[src/clw_defines.svh]
// register offsets, field positions, reset values and timing counts of the link watchdog
`ifndef CLW_DEFINES_SVH
`define CLW_DEFINES_SVH

// ----------------------------------------------------------------
// clock and timing
// ----------------------------------------------------------------
`define CLW_CLK_PERIOD_NS  4
`define CLW_MS_NS          1000000
`define CLW_MS_CYC         (`CLW_MS_NS / `CLW_CLK_PERIOD_NS)
`define CLW_TURN_NS        10000
`define CLW_TURN_CYC       ((`CLW_TURN_NS + `CLW_CLK_PERIOD_NS - 1) / `CLW_CLK_PERIOD_NS)

// ----------------------------------------------------------------
// register offsets
// ----------------------------------------------------------------
`define CLW_OFS_CTRL       8'h00
`define CLW_OFS_TIMEOUT    8'h04
`define CLW_OFS_RECOVERY   8'h08
`define CLW_OFS_STATUS     8'h0c
`define CLW_OFS_FLAG_CLR   8'h10
`define CLW_OFS_IRQ_STAT   8'h14
`define CLW_OFS_IRQ_CLR    8'h18
`define CLW_OFS_IRQ_EN     8'h1c

// ----------------------------------------------------------------
// fields
// ----------------------------------------------------------------
`define CLW_CTRL_PROTO_LSB 0
`define CLW_CTRL_POLICY    4
`define CLW_CTRL_TURN_EN   5
`define CLW_CTRL_TSCL_LSB  6
`define CLW_STAT_FLAG      0
`define CLW_STAT_LINK_LSB  1
`define CLW_IRQ_SET        0
`define CLW_IRQ_CLEAR      1
`define CLW_IRQ_LINK       2

// ----------------------------------------------------------------
// reset values
// ----------------------------------------------------------------
`define CLW_RST_PROTO      4'h0
`define CLW_RST_TIMEOUT    16'h0000
`define CLW_RST_RECOVERY   16'h0000

`endif

[src/clw_pkg.sv]
// types shared by the link watchdog modules
package clw_pkg;

    typedef enum logic [3:0] {
        CLW_PROTO_NONE      = 4'h0,
        CLW_PROTO_RTU_SLV   = 4'h1,
        CLW_PROTO_BISYNC    = 4'h2,
        CLW_PROTO_RTU_MST   = 4'h3,
        CLW_PROTO_ETH_NONE  = 4'ha,
        CLW_PROTO_TCP       = 4'hb,
        CLW_PROTO_IND_TCP   = 4'hc,
        CLW_PROTO_BLDG      = 4'hd,
        CLW_PROTO_TCP_MS    = 4'hf
    } clw_proto_e;

    typedef enum logic [1:0] {
        CLW_LINK_OFFLINE  = 2'b00,
        CLW_LINK_INIT     = 2'b01,
        CLW_LINK_ONE_CONN = 2'b10,
        CLW_LINK_READY    = 2'b11
    } clw_link_e;

    typedef enum logic {
        CLW_POL_MANUAL = 1'b0,
        CLW_POL_AUTO   = 1'b1
    } clw_policy_e;

    typedef enum logic [1:0] {
        CLW_TS_MS  = 2'b00,
        CLW_TS_SEC = 2'b01,
        CLW_TS_MIN = 2'b10,
        CLW_TS_HR  = 2'b11
    } clw_tscale_e;

    typedef enum logic [1:0] {
        CLW_WD_WATCH   = 2'b00,
        CLW_WD_FLAGGED = 2'b01,
        CLW_WD_RECOV   = 2'b10
    } clw_wd_e;

endpackage

[src/clw_ta_if.sv]
// carrier between the watchdog core and its turnaround delay unit
`timescale 1ns/10ps
interface clw_ta_if;
    logic en;
    logic rx_end;
    logic tx_req;
    logic tx_start;

    modport ctl (output en, output rx_end, output tx_req, input tx_start);
    modport ta  (input en, input rx_end, input tx_req, output tx_start);
endinterface

[src/clw_turnaround.sv]
// receive-to-transmit turnaround delay unit
`timescale 1ns/10ps
`include "clw_defines.svh"
module clw_turnaround #(
    parameter int TURN_CYC = `CLW_TURN_CYC
) (
    input  wire logic core_clk,
    input  wire logic arst_n,
    input  wire logic ce,
    clw_ta_if.ta      ta
);
    localparam int CW = $clog2(TURN_CYC + 1);

    logic [CW-1:0] cnt;
    logic [CW-1:0] next_cnt;
    logic          pend;
    logic          next_pend;
    logic          start;
    logic          next_start;
    logic          go;

    assign ta.tx_start = start;

    // ----------------------------------------------------------------
    // gap counter and start decision
    // ----------------------------------------------------------------
    always_comb begin
        next_cnt = cnt;
        if (ta.rx_end) begin
            next_cnt = '0;
        end else if (cnt != CW'(TURN_CYC)) begin
            next_cnt = cnt + CW'(1);
        end
        // a transmit never starts in the cycle reception ends
        go         = (pend | ta.tx_req) & ~ta.rx_end & (~ta.en | cnt == CW'(TURN_CYC));
        next_start = go;
        next_pend  = (pend | ta.tx_req) & ~go;
    end

    always_ff @(posedge core_clk or negedge arst_n) begin
        if (!arst_n) begin
            cnt   <= CW'(TURN_CYC);
            pend  <= 1'b0;
            start <= 1'b0;
        end else if (ce) begin
            cnt   <= next_cnt;
            pend  <= next_pend;
            start <= next_start;
        end
    end
endmodule

[src/clw_top.sv]
// link supervision watchdog with protocol, link state and turnaround control
//
// Local design decisions: the register addresses and strobed register access.
`timescale 1ns/10ps
`include "clw_defines.svh"

// Summary of operation
// - protocol codes 12, 13 and 15 are accepted for the three network protocol variants.
// - protocol code 1 selects serial slave operation and code 3 serial master operation.
// - link state reads 0 offline, 1 initialising, 3 ready, and 2 is never used here.
// - supervision runs only for the serial and networked register protocols.
// - the flag sets when no addressed message has come for longer than the timeout.
// - a timeout of 0 turns supervision off, and the timeout resets to 0.
// - the clear policy is 0 for manual and 1 for automatic, resetting to manual.
// - under manual policy the flag stays set until software writes it clear or supervision is turned off.
// - under automatic policy a recovery window governs when resumed traffic clears the flag.
// - a recovery window of 0 clears the flag on the first valid message, and resets to 0.
// - a nonzero window clears the flag only after two valid messages inside the window.
// - the flag reads 0 inactive and 1 active, and the status word cannot be written.
// - an enabled turnaround delay holds transmit after reception, for serial protocols only.
// - the time scale select reads 0 ms, 1 s, 2 min, 3 h, resetting to ms.
module clw_top #(
    parameter int MS_CYC   = `CLW_MS_CYC,
    parameter int TURN_CYC = `CLW_TURN_CYC
) (
    input  wire logic        core_clk,
    input  wire logic        arst_n,
    input  wire logic        ce,
    input  wire logic [7:0]  reg_addr,
    input  wire logic [31:0] reg_wdata,
    input  wire logic        reg_wr,
    input  wire logic        reg_rd,
    output logic      [31:0] reg_rdata,
    input  wire logic        msg_valid,
    input  wire logic        rx_end,
    input  wire logic        tx_req,
    input  wire logic        phy_link_up,
    input  wire logic        stack_ready,
    output logic             tx_start,
    output logic             supervision_flag,
    output logic      [1:0]  link_state,
    output logic      [1:0]  time_scale_select,
    output logic             irq
);
    // ----------------------------------------------------------------
    // decode helpers
    // ----------------------------------------------------------------
    function automatic logic proto_legal(input logic [3:0] c);
        return c inside {4'h0, 4'h1, 4'h2, 4'h3, 4'ha, 4'hb, 4'hc, 4'hd, 4'hf};
    endfunction

    function automatic logic proto_serial(input logic [3:0] c);
        return c inside {clw_pkg::CLW_PROTO_RTU_SLV, clw_pkg::CLW_PROTO_BISYNC,
                         clw_pkg::CLW_PROTO_RTU_MST};
    endfunction

    function automatic logic proto_supervised(input logic [3:0] c);
        return c inside {clw_pkg::CLW_PROTO_RTU_SLV, clw_pkg::CLW_PROTO_RTU_MST,
                         clw_pkg::CLW_PROTO_TCP, clw_pkg::CLW_PROTO_IND_TCP,
                         clw_pkg::CLW_PROTO_TCP_MS};
    endfunction

    function automatic logic proto_network(input logic [3:0] c);
        return c >= 4'ha;
    endfunction

    // ----------------------------------------------------------------
    // configuration registers
    // ----------------------------------------------------------------
    logic [3:0]  proto;
    logic [3:0]  next_proto;
    logic        policy;
    logic        next_policy;
    logic        turn_en;
    logic        next_turn_en;
    logic [1:0]  tscale;
    logic [1:0]  next_tscale;
    logic [15:0] timeout;
    logic [15:0] next_timeout;
    logic [15:0] recovery;
    logic [15:0] next_recovery;
    logic [2:0]  irq_en;
    logic [2:0]  next_irq_en;
    logic        wr_ctrl;
    logic        flag_clr_wr;

    assign wr_ctrl     = reg_wr && reg_addr == `CLW_OFS_CTRL;
    assign flag_clr_wr = reg_wr && reg_addr == `CLW_OFS_FLAG_CLR && reg_wdata[0];

    always_comb begin
        next_proto    = proto;
        next_policy   = policy;
        next_turn_en  = turn_en;
        next_tscale   = tscale;
        next_timeout  = timeout;
        next_recovery = recovery;
        next_irq_en   = irq_en;
        if (wr_ctrl) begin
            // unknown protocol codes are dropped, the old selection stays
            if (proto_legal(reg_wdata[`CLW_CTRL_PROTO_LSB +: 4])) begin
                next_proto = reg_wdata[`CLW_CTRL_PROTO_LSB +: 4];
            end
            next_policy  = reg_wdata[`CLW_CTRL_POLICY];
            next_turn_en = reg_wdata[`CLW_CTRL_TURN_EN];
            next_tscale  = reg_wdata[`CLW_CTRL_TSCL_LSB +: 2];
        end
        if (reg_wr && reg_addr == `CLW_OFS_TIMEOUT) begin
            next_timeout = reg_wdata[15:0];
        end
        if (reg_wr && reg_addr == `CLW_OFS_RECOVERY) begin
            next_recovery = reg_wdata[15:0];
        end
        if (reg_wr && reg_addr == `CLW_OFS_IRQ_EN) begin
            next_irq_en = reg_wdata[2:0];
        end
    end

    always_ff @(posedge core_clk or negedge arst_n) begin
        if (!arst_n) begin
            proto    <= `CLW_RST_PROTO;
            policy   <= clw_pkg::CLW_POL_MANUAL;
            turn_en  <= 1'b0;
            tscale   <= clw_pkg::CLW_TS_MS;
            timeout  <= `CLW_RST_TIMEOUT;
            recovery <= `CLW_RST_RECOVERY;
            irq_en   <= 3'h0;
        end else if (ce) begin
            proto    <= next_proto;
            policy   <= next_policy;
            turn_en  <= next_turn_en;
            tscale   <= next_tscale;
            timeout  <= next_timeout;
            recovery <= next_recovery;
            irq_en   <= next_irq_en;
        end
    end

    assign time_scale_select = tscale;

    // ----------------------------------------------------------------
    // millisecond base and silence timer
    // ----------------------------------------------------------------
    logic [31:0]        pre_cnt;
    logic [31:0]        next_pre_cnt;
    logic               ms_tick;
    logic [15:0]        idle_ms;
    logic [15:0]        next_idle_ms;
    logic [15:0]        win_ms;
    logic [15:0]        next_win_ms;
    logic               wd_on;
    logic               silent;
    clw_pkg::clw_wd_e   wd_st;
    clw_pkg::clw_wd_e   next_wd_st;
    logic               flag;
    logic               next_flag;

    assign ms_tick = pre_cnt == 32'(MS_CYC - 1);
    assign wd_on   = timeout != 16'h0000 && proto_supervised(proto);
    assign silent  = idle_ms > timeout;

    // ----------------------------------------------------------------
    // supervision state machine
    // ----------------------------------------------------------------
    always_comb begin
        next_pre_cnt = ms_tick ? 32'h0 : pre_cnt + 32'h1;
        next_idle_ms = idle_ms;
        if (msg_valid || flag_clr_wr) begin
            next_idle_ms = 16'h0000;
        end else if (ms_tick && idle_ms != 16'hffff) begin
            next_idle_ms = idle_ms + 16'h1;
        end
        next_win_ms = (ms_tick && win_ms != 16'hffff) ? win_ms + 16'h1 : win_ms;
        next_wd_st  = wd_st;
        next_flag   = flag;
        case (wd_st)
            clw_pkg::CLW_WD_WATCH: begin
                if (wd_on && silent && !msg_valid) begin
                    next_wd_st = clw_pkg::CLW_WD_FLAGGED;
                    next_flag  = 1'b1;
                end
            end
            clw_pkg::CLW_WD_FLAGGED: begin
                if (flag_clr_wr) begin
                    next_wd_st = clw_pkg::CLW_WD_WATCH;
                    next_flag  = 1'b0;
                end else if (policy == clw_pkg::CLW_POL_AUTO && msg_valid) begin
                    if (recovery == 16'h0000) begin
                        next_wd_st = clw_pkg::CLW_WD_WATCH;
                        next_flag  = 1'b0;
                    end else begin
                        next_wd_st  = clw_pkg::CLW_WD_RECOV;
                        next_win_ms = 16'h0000;
                    end
                end
            end
            clw_pkg::CLW_WD_RECOV: begin
                if (flag_clr_wr || msg_valid) begin
                    next_wd_st = clw_pkg::CLW_WD_WATCH;
                    next_flag  = 1'b0;
                end else if (ms_tick && win_ms >= recovery) begin
                    // window lapsed with one message; wait for a fresh first one
                    next_wd_st = clw_pkg::CLW_WD_FLAGGED;
                end
            end
            default: begin
                next_wd_st = clw_pkg::CLW_WD_WATCH;
                next_flag  = 1'b0;
            end
        endcase
        // disabling supervision drops a pending flag at once
        if (!wd_on) begin
            next_wd_st = clw_pkg::CLW_WD_WATCH;
            next_flag  = 1'b0;
        end
    end

    always_ff @(posedge core_clk or negedge arst_n) begin
        if (!arst_n) begin
            pre_cnt <= 32'h0;
            idle_ms <= 16'h0000;
            win_ms  <= 16'h0000;
            wd_st   <= clw_pkg::CLW_WD_WATCH;
            flag    <= 1'b0;
        end else if (ce) begin
            pre_cnt <= next_pre_cnt;
            idle_ms <= next_idle_ms;
            win_ms  <= next_win_ms;
            wd_st   <= next_wd_st;
            flag    <= next_flag;
        end
    end

    assign supervision_flag = flag;

    // ----------------------------------------------------------------
    // link state
    // ----------------------------------------------------------------
    clw_pkg::clw_link_e link;
    clw_pkg::clw_link_e next_link;

    always_comb begin
        if (!proto_network(proto) || !phy_link_up) begin
            next_link = clw_pkg::CLW_LINK_OFFLINE;
        end else if (!stack_ready) begin
            next_link = clw_pkg::CLW_LINK_INIT;
        end else begin
            next_link = clw_pkg::CLW_LINK_READY;
        end
    end

    always_ff @(posedge core_clk or negedge arst_n) begin
        if (!arst_n) begin
            link <= clw_pkg::CLW_LINK_OFFLINE;
        end else if (ce) begin
            link <= next_link;
        end
    end

    assign link_state = link;

    // ----------------------------------------------------------------
    // interrupts and register reads
    // ----------------------------------------------------------------
    logic [2:0]  irq_stat;
    logic [2:0]  next_irq_stat;
    logic [2:0]  irq_ev;
    logic [2:0]  irq_clr;
    logic        irq_q;
    logic        next_irq;
    logic [31:0] rdata;
    logic [31:0] next_rdata;

    assign irq_ev  = {next_link != link, flag && !next_flag, !flag && next_flag};
    assign irq_clr = (reg_wr && reg_addr == `CLW_OFS_IRQ_CLR) ? reg_wdata[2:0] : 3'h0;

    always_comb begin
        // a new event beats a clear landing in the same cycle
        next_irq_stat = (irq_stat & ~irq_clr) | irq_ev;
        next_irq      = |(next_irq_stat & next_irq_en);
        next_rdata    = 32'h0;
        if (reg_rd) begin
            case (reg_addr)
                `CLW_OFS_CTRL:     next_rdata = {24'h0, tscale, turn_en, policy, proto};
                `CLW_OFS_TIMEOUT:  next_rdata = {16'h0, timeout};
                `CLW_OFS_RECOVERY: next_rdata = {16'h0, recovery};
                `CLW_OFS_STATUS:   next_rdata = {29'h0, link, flag};
                `CLW_OFS_IRQ_STAT: next_rdata = {29'h0, irq_stat};
                `CLW_OFS_IRQ_EN:   next_rdata = {29'h0, irq_en};
                default:           next_rdata = 32'h0;
            endcase
        end
    end

    always_ff @(posedge core_clk or negedge arst_n) begin
        if (!arst_n) begin
            irq_stat <= 3'h0;
            irq_q    <= 1'b0;
            rdata    <= 32'h0;
        end else if (ce) begin
            irq_stat <= next_irq_stat;
            irq_q    <= next_irq;
            rdata    <= next_rdata;
        end
    end

    assign irq       = irq_q;
    assign reg_rdata = rdata;

    // ----------------------------------------------------------------
    // turnaround delay
    // ----------------------------------------------------------------
    clw_ta_if ta_bus ();

    assign ta_bus.en     = turn_en && proto_serial(proto);
    assign ta_bus.rx_end = rx_end;
    assign ta_bus.tx_req = tx_req;
    assign tx_start      = ta_bus.tx_start;

    clw_turnaround #(
        .TURN_CYC (TURN_CYC)
    ) u_turn (
        .core_clk (core_clk),
        .arst_n   (arst_n),
        .ce       (ce),
        .ta       (ta_bus.ta)
    );
endmodule

[config.mk]
export PLATFORM = sky130hd
export DESIGN_NAME = clw_top
export DESIGN_NICKNAME = d
export VERILOG_FILES = /design/src/clw_pkg.sv /design/src/clw_ta_if.sv /design/src/clw_turnaround.sv /design/src/clw_top.sv
export VERILOG_INCLUDE_DIRS = /design/src /design/src/src
export SDC_FILE = /design/constraint.sdc
export NUM_CORES = 1
export LEC_CHECK = 0
export BUFFER_PORTS_ARGS = -buffer_cell sky130_fd_sc_hd__buf_4
export CAP_MARGIN = 10
export CORE_MARGIN = 3
export CORE_UTILIZATION = 31
export DETAILED_ROUTE_END_ITERATION = 8
export HOLD_SLACK_MARGIN = 0.06
export PLACE_DENSITY = 0.58
export SLEW_MARGIN = 20
export SYNTH_ARGS = -nofsm -noshare
export SYNTH_HDL_FRONTEND = slang
export SYNTH_SLANG_ARGS = --single-unit
[constraint.sdc]
create_clock -name core_clk -period 3.8 [get_ports core_clk]
set_clock_uncertainty 0.1 [all_clocks]
set_input_delay 0.76 -clock core_clk [delete_from_list [all_inputs] [get_ports core_clk]]
set_output_delay 0.76 -clock core_clk [all_outputs]
set_load 0.01 [all_outputs]
Word level (Yosys, flattened, before mapping)

Cells that the tools add are included.

Bits in registers: 162
Output and inout port bits: 39
Logic and storage cells: 143

Add/subtract/negate cells: 4
Order comparisons: 3
Eq/ne operators: 32
Muxes and demuxes: 31
Bitwise operators: 12
Reductions and logical operators: 42

Operators by type and width:

| kind                                                                     | count |
|---|---|
| 16-bit two-way mux                                                       | 8 |
| 16-bit case mux with 6 select lines                                      | 1 |
| 16-bit by 1-bit adder with 16-bit output (second input constant)         | 2 |
| 32-bit by 1-bit adder with 32-bit output (second input constant)         | 1 |
| 32-bit by 18-bit equality test with 1-bit output (second input constant) | 1 |
| 4-bit equality test (second input constant)                              | 8 |
| 8-bit by 5-bit equality test with 1-bit output (second input constant)   | 4 |
| 32-bit two-way mux                                                       | 1 |
| 16-bit inequality test (second input constant)                           | 2 |
| 12-bit two-way mux                                                       | 2 |
| 2-bit two-way mux                                                        | 9 |
| 1-bit logical AND                                                        | 17 |
| 4-bit by 2-bit equality test with 1-bit output (second input constant)   | 4 |
| 8-bit by 4-bit equality test with 1-bit output (second input constant)   | 2 |
| 16-bit greater-or-equal comparator                                       | 1 |
| 16-bit > comparator                                                      | 1 |
| 16-bit logical NOT                                                       | 1 |
| 16-bit nonzero test                                                      | 1 |
| 12-bit by 1-bit adder with 12-bit output (second input constant)         | 1 |
| 12-bit equality test (second input constant)                             | 1 |
| 12-bit inequality test (second input constant)                           | 1 |
| 2-bit AND reduction                                                      | 5 |
| 9-bit nonzero test                                                       | 1 |
| 4-bit by 1-bit equality test with 1-bit output (second input constant)   | 2 |
| 28 further kinds                                                         | 47 |

Longest topological paths before layout

Depth after elaboration: 13
Mapped depth: 9

Modules after synthesis

From an unflattened synthesis, not the netlist that was laid out.

Cells, all modules: 882
Area, all modules: 8414.3 sq um

By module, submodules not included:

| module         | times used | cells an instance | area an instance (sq um) | sequential area each (sq um) |
|---|---|---|---|---|
| clw_top        | 1          | 794               | 7592.3                   | 3303.2 |
| clw_turnaround | 1          | 88                | 822.0                    | 356.6 |

Least setup slack after synthesis

No wires, ideal clock.

Kind: input-to-reg
From: in reg_addr[5]
To: reg policy
Library setup time: 0.125 ns
Arrival time: 2.206 ns
Required time: 3.575 ns
Slack: 1.369 ns
Stages: 4
Path through: or4_1 > nor4_4 > buf_2 > mux2_2

Word-level cells in the longest chain between the ends: 3

Ends and longest elaborated chain:

| item                                 | RTL line       | RTL |
|---|---|---|
| start, declared                      | clw_top.sv:29  | `input wire logic [7:0] reg_addr,` |
| 8-bit logical NOT                    | --             |  |
| 1-bit logical AND (no source line)   | --             |  |
| 2-bit AND reduction (no source line) | --             |  |
| end signal, assigned                 | clw_top.sv:121 | `policy <= clw_pkg::CLW_POL_MANUAL;` |
| end signal, assigned                 | clw_top.sv:129 | `policy <= next_policy;` |
| end, declared                        | clw_top.sv:72  | `logic policy;` |

Every way passes these cells.
A chain may end at the register's enable or synchronous reset.

Final worst setup path

From: reg pre_cnt[27]
To: reg wd_st[1]

Word-level cells in the longest chain between the ends: 4

Ends and longest elaborated chain:

| item                                             | RTL line       | RTL |
|---|---|---|
| start, declared                                  | clw_top.sv:143 | `logic [31:0] pre_cnt;` |
| start signal, assigned                           | clw_top.sv:225 | `pre_cnt <= next_pre_cnt;` |
| 32-bit by 18-bit equality test with 1-bit output | clw_top.sv:157 | `assign ms_tick = pre_cnt == 32'(MS_CYC - 1);` |
| 1-bit logical AND                                | clw_top.sv:200 | `end else if (ms_tick && win_ms >= recovery) begin` |
| 4-bit inequality test (no source line)           | --             |  |
| 4-bit AND reduction (no source line)             | --             |  |
| end signal, assigned                             | clw_top.sv:222 | `wd_st <= clw_pkg::CLW_WD_WATCH;` |
| end signal, assigned                             | clw_top.sv:228 | `wd_st <= next_wd_st;` |
| end, declared                                    | clw_top.sv:152 | `clw_pkg::clw_wd_e wd_st;` |

Every way passes these cells.

==> metrics.md <==
| Metric | Value |
|---|---|
| Fin crit share | `0.7082` |
| Area grow syn2layout | `16.60%` |
| Largest fanout on the critical path | `5` |
| Total negative setup slack | `0 ps` |
| Root buffer cell | `clkbuf_16` |
| Inst Count DP | `1,189` |
| Post-route ant nets | `0` |
| Relative slew slack | `0.4366` |
| Net count, final | `between 900 and 1,000` |
| Iter 0 DRT Violations | `333` |
| EDFF count, synth | `0` |
| Synth area leader | `dfrtp_1` |
| Fin util | `0.3730` |
| Number of synthesis warnings | `0` |
| #FFs+latches synth | `146` |
| Share of cells above drive strength 1 | `0.1719` |
| Max cap viols | `0` |
| Number of I/O pins | `89` |
| Synth top area share | `0.4318` |
| Die width | `approximately 170 um` |
| Pre-CTS setup slack | `888.3 ps` |
| # hold bufs at CTS | `0` |
| Vias | `6,350` |
| Gr usage total | `0.1464` |
| Worst-skew pair later-pin latency | `430 ps` |
| Worst EP required | `around 4000 ps` |
| RSZ-0062 raised after global routing | `false` |
| Core Region | `25,540 um2` |
| Final setup violation count | `0` |
| H-Tree Depth | `4` |
| Mapped Area | `8172 um2` |
| Top-count cell post-synth | `dfrtp_1` |
| Drt total wl | `slightly above 20,000 um` |
| Vias in the first global route | `roughly 6,400` |
| Resize count post-CTS | `0` |
| Crit path launch type | `register` |
| DRC | `0` |
| CTS tree | `yes` |
| Post-synthesis sequential area ratio | `0.4479` |
| Hold crit path type | `in2async` |
| Largest cells by area after synthesis | `dfrtp_1 43%, ha_1 5.7%, mux2_2 5.0%` |
| Ant. Diodes | `0` |
| Primary FF master, synth | `dfrtp_1` |
| Placed wire-length estimate | `14,400 um` |
| Max Fclk | `371.6 MHz` |
| Num CTS Buffers | `17` |
| Unique cell type count in the Yosys netlist | `70` |
| Largest net degree at the start of global routing | `62` |
| First-pass GRT wire length | `33,700 um` |
| Reg clk slew, reported paths | `60 ps` |
| Path type of the worst setup path | `reg2reg` |
| Row Count | `58` |
| Final setup margin | `1109 ps` |
| Critical path endpoint category | `register` |
| Worst vdd ir | `0.0002992 V` |
| Most instantiated cells after synthesis | `141 x dfrtp_1, 71 x nor2_1, 57 x nand2_1, 49 x inv_1, 38 x nand4_1` |
| Initial antenna violation count | `0` |
| Die area | `28,340 um2` |
| Die height | `168.4 um` |
| DR WL/cell | `16.57 um` |
| Outcome | `complete, no violations` |
| Slew of the pin with the lowest slew margin | `835.9 ps` |
| Power Density | `390.7 nW/um2` |
| Vias per cell | `around 5.2` |
| GRT overflow | `0` |
| Syn avg cell area | `9.929 um2` |
| DR pass1 iterations | `8` |
| Number of port buffers | `56` |
| Post-route insts no fill | `1,220` |
| Mapped Cells | `823` |
| Fin. max-slew vios | `0` |
| Initial Util | `0.3199` |
| Final GP Congestion | `about 0.86` |
| Async SR Flop Fraction | `1.000` |
| Clock buffer depth | `2` |
| Minimum clock period | `2691 ps` |
| Critical path arrival | `2910 ps` |
| Setup Fix Bufs, Post-CTS | `0` |
| Final hold viol count | `0` |
| WHS | `208.6 ps` |
| Leak | `4.346 nW` |
| TritonCTS Sinks | `between 100 and 150` |
cells in the final DEF, fill, tap and decap left out, types with 7 or more instances in the layout:
cell type	synthesis	routed
clkbuf_16	0	17
and3_1	25	25
inv_1	49	49
and2_1	12	12
nor2_1	71	70
a21oi_1	23	23
a22oi_1	11	11
buf_4	17	63
xnor2_1	21	21
mux2i_1	7	7
nand2_1	57	57
o21ai_0	37	37
nor3_1	9	9
xor2_1	35	35
nor4_1	13	13
nand4_1	38	38
dfrtp_1	141	141
nand3_1	30	30
or3_1	12	12
mux2_2	36	36
conb_1	1	16
ha_1	37	37
o2bb2ai_1	16	16
critical path: stages (launching register included):
cell	delay (ps)
dfrtp_1	410
nor4_1	390
nand4_1	280
nor3_1	660
inv_1	210
a222oi_1	270
a21bo_2	250
flip-flops by register name (all words and copies together) (netlist names), 4 cells and up:
signal / count
idle_ms: 16
pre_cnt: 32
proto: 4
recovery: 16
reg_rdata: 16
timeout: 16
u_turn.cnt: 12
win_ms: 16
metal layers:
| layer | track usage | part of all wire | vias to the layer above |
|---|---|---|---|
| li1 | - | - | 3054 |
| met3 | 0.02630 | 0.034 | 19 |
| met2 | 0.2289 | 0.46 | 118 |
| met1 | 0.2054 | 0.49 | 3159 |
| met4 | 0.04874 | 0.015 | 0 |
| met5 | 0 | 0 | - |
metrics by stage:
stage / cell area [um2] / power [mW]
2_1_floorplan: 8228 / 1.834
3_3_place_gp: 8901 / 1.951
3_5_place_dp: 8904 / 1.956
4_1_cts: 9528 / 3.768
5_1_grt: 9528 / 3.865
6_report: 9528 / 3.723
power breakdown:
| part | internal [mW] | total, mW | switching, mW |
|---|---|---|---|
| combinational | 0.108 | 0.268 | 0.160 |
| clock | 1.12 | 1.80 | 0.680 |
| sequential | 1.60 | 1.66 | 0.0546 |
cell type report:
type	count	area, um2
Fill cell	2588	16020
Sequential cell	146	3660
Multi-Input combinational cell	598	4139
Clock inverter	12	181.4
Clock buffer	19	442.9
Tap cell	330	412.9
Inverter	50	187.7
Timing Repair Buffer	65	504.2
final timing paths:
path	slack [ps]	to	startpoint	cells past startpoint
setup / recovery	1110	wd_st[1]$_DFFE_PN0P_	pre_cnt[27]$_DFFE_PN0P_	6
hold / removal	210	timeout[9]$_DFFE_PN0P_	arst_n	1
setup reg to reg	1110	wd_st[1]$_DFFE_PN0P_	pre_cnt[27]$_DFFE_PN0P_	6
hold reg to reg	380	pre_cnt[31]$_DFFE_PN0P_	pre_cnt[31]$_DFFE_PN0P_	1
max in group asynchronous	2570	recovery[1]$_DFFE_PN0P_	arst_n	2
min in group core_clk	380	pre_cnt[31]$_DFFE_PN0P_	pre_cnt[31]$_DFFE_PN0P_	1
cell families (layout without fill, tap and decap cells):
| family | count (synthesis) | in the layout | synth area share |
|---|---|---|---|
| AO/OA/AOI/OAI | 142 | 142 | 0.1216 |
| XOR/XNOR | 56 | 56 | 0.06002 |
| adder cells (fa/ha/maj) | 37 | 37 | 0.05665 |
| buffers and inverters | 94 | 146 | 0.05283 |
| flip-flops | 146 | 146 | 0.4479 |
| multiplexers | 43 | 43 | 0.05818 |
| other | 1 | 16 | 0.0004589 |
| AND/OR/NAND/NOR | 304 | 304 | 0.2024 |
Power figures use the tool's default switching activity.
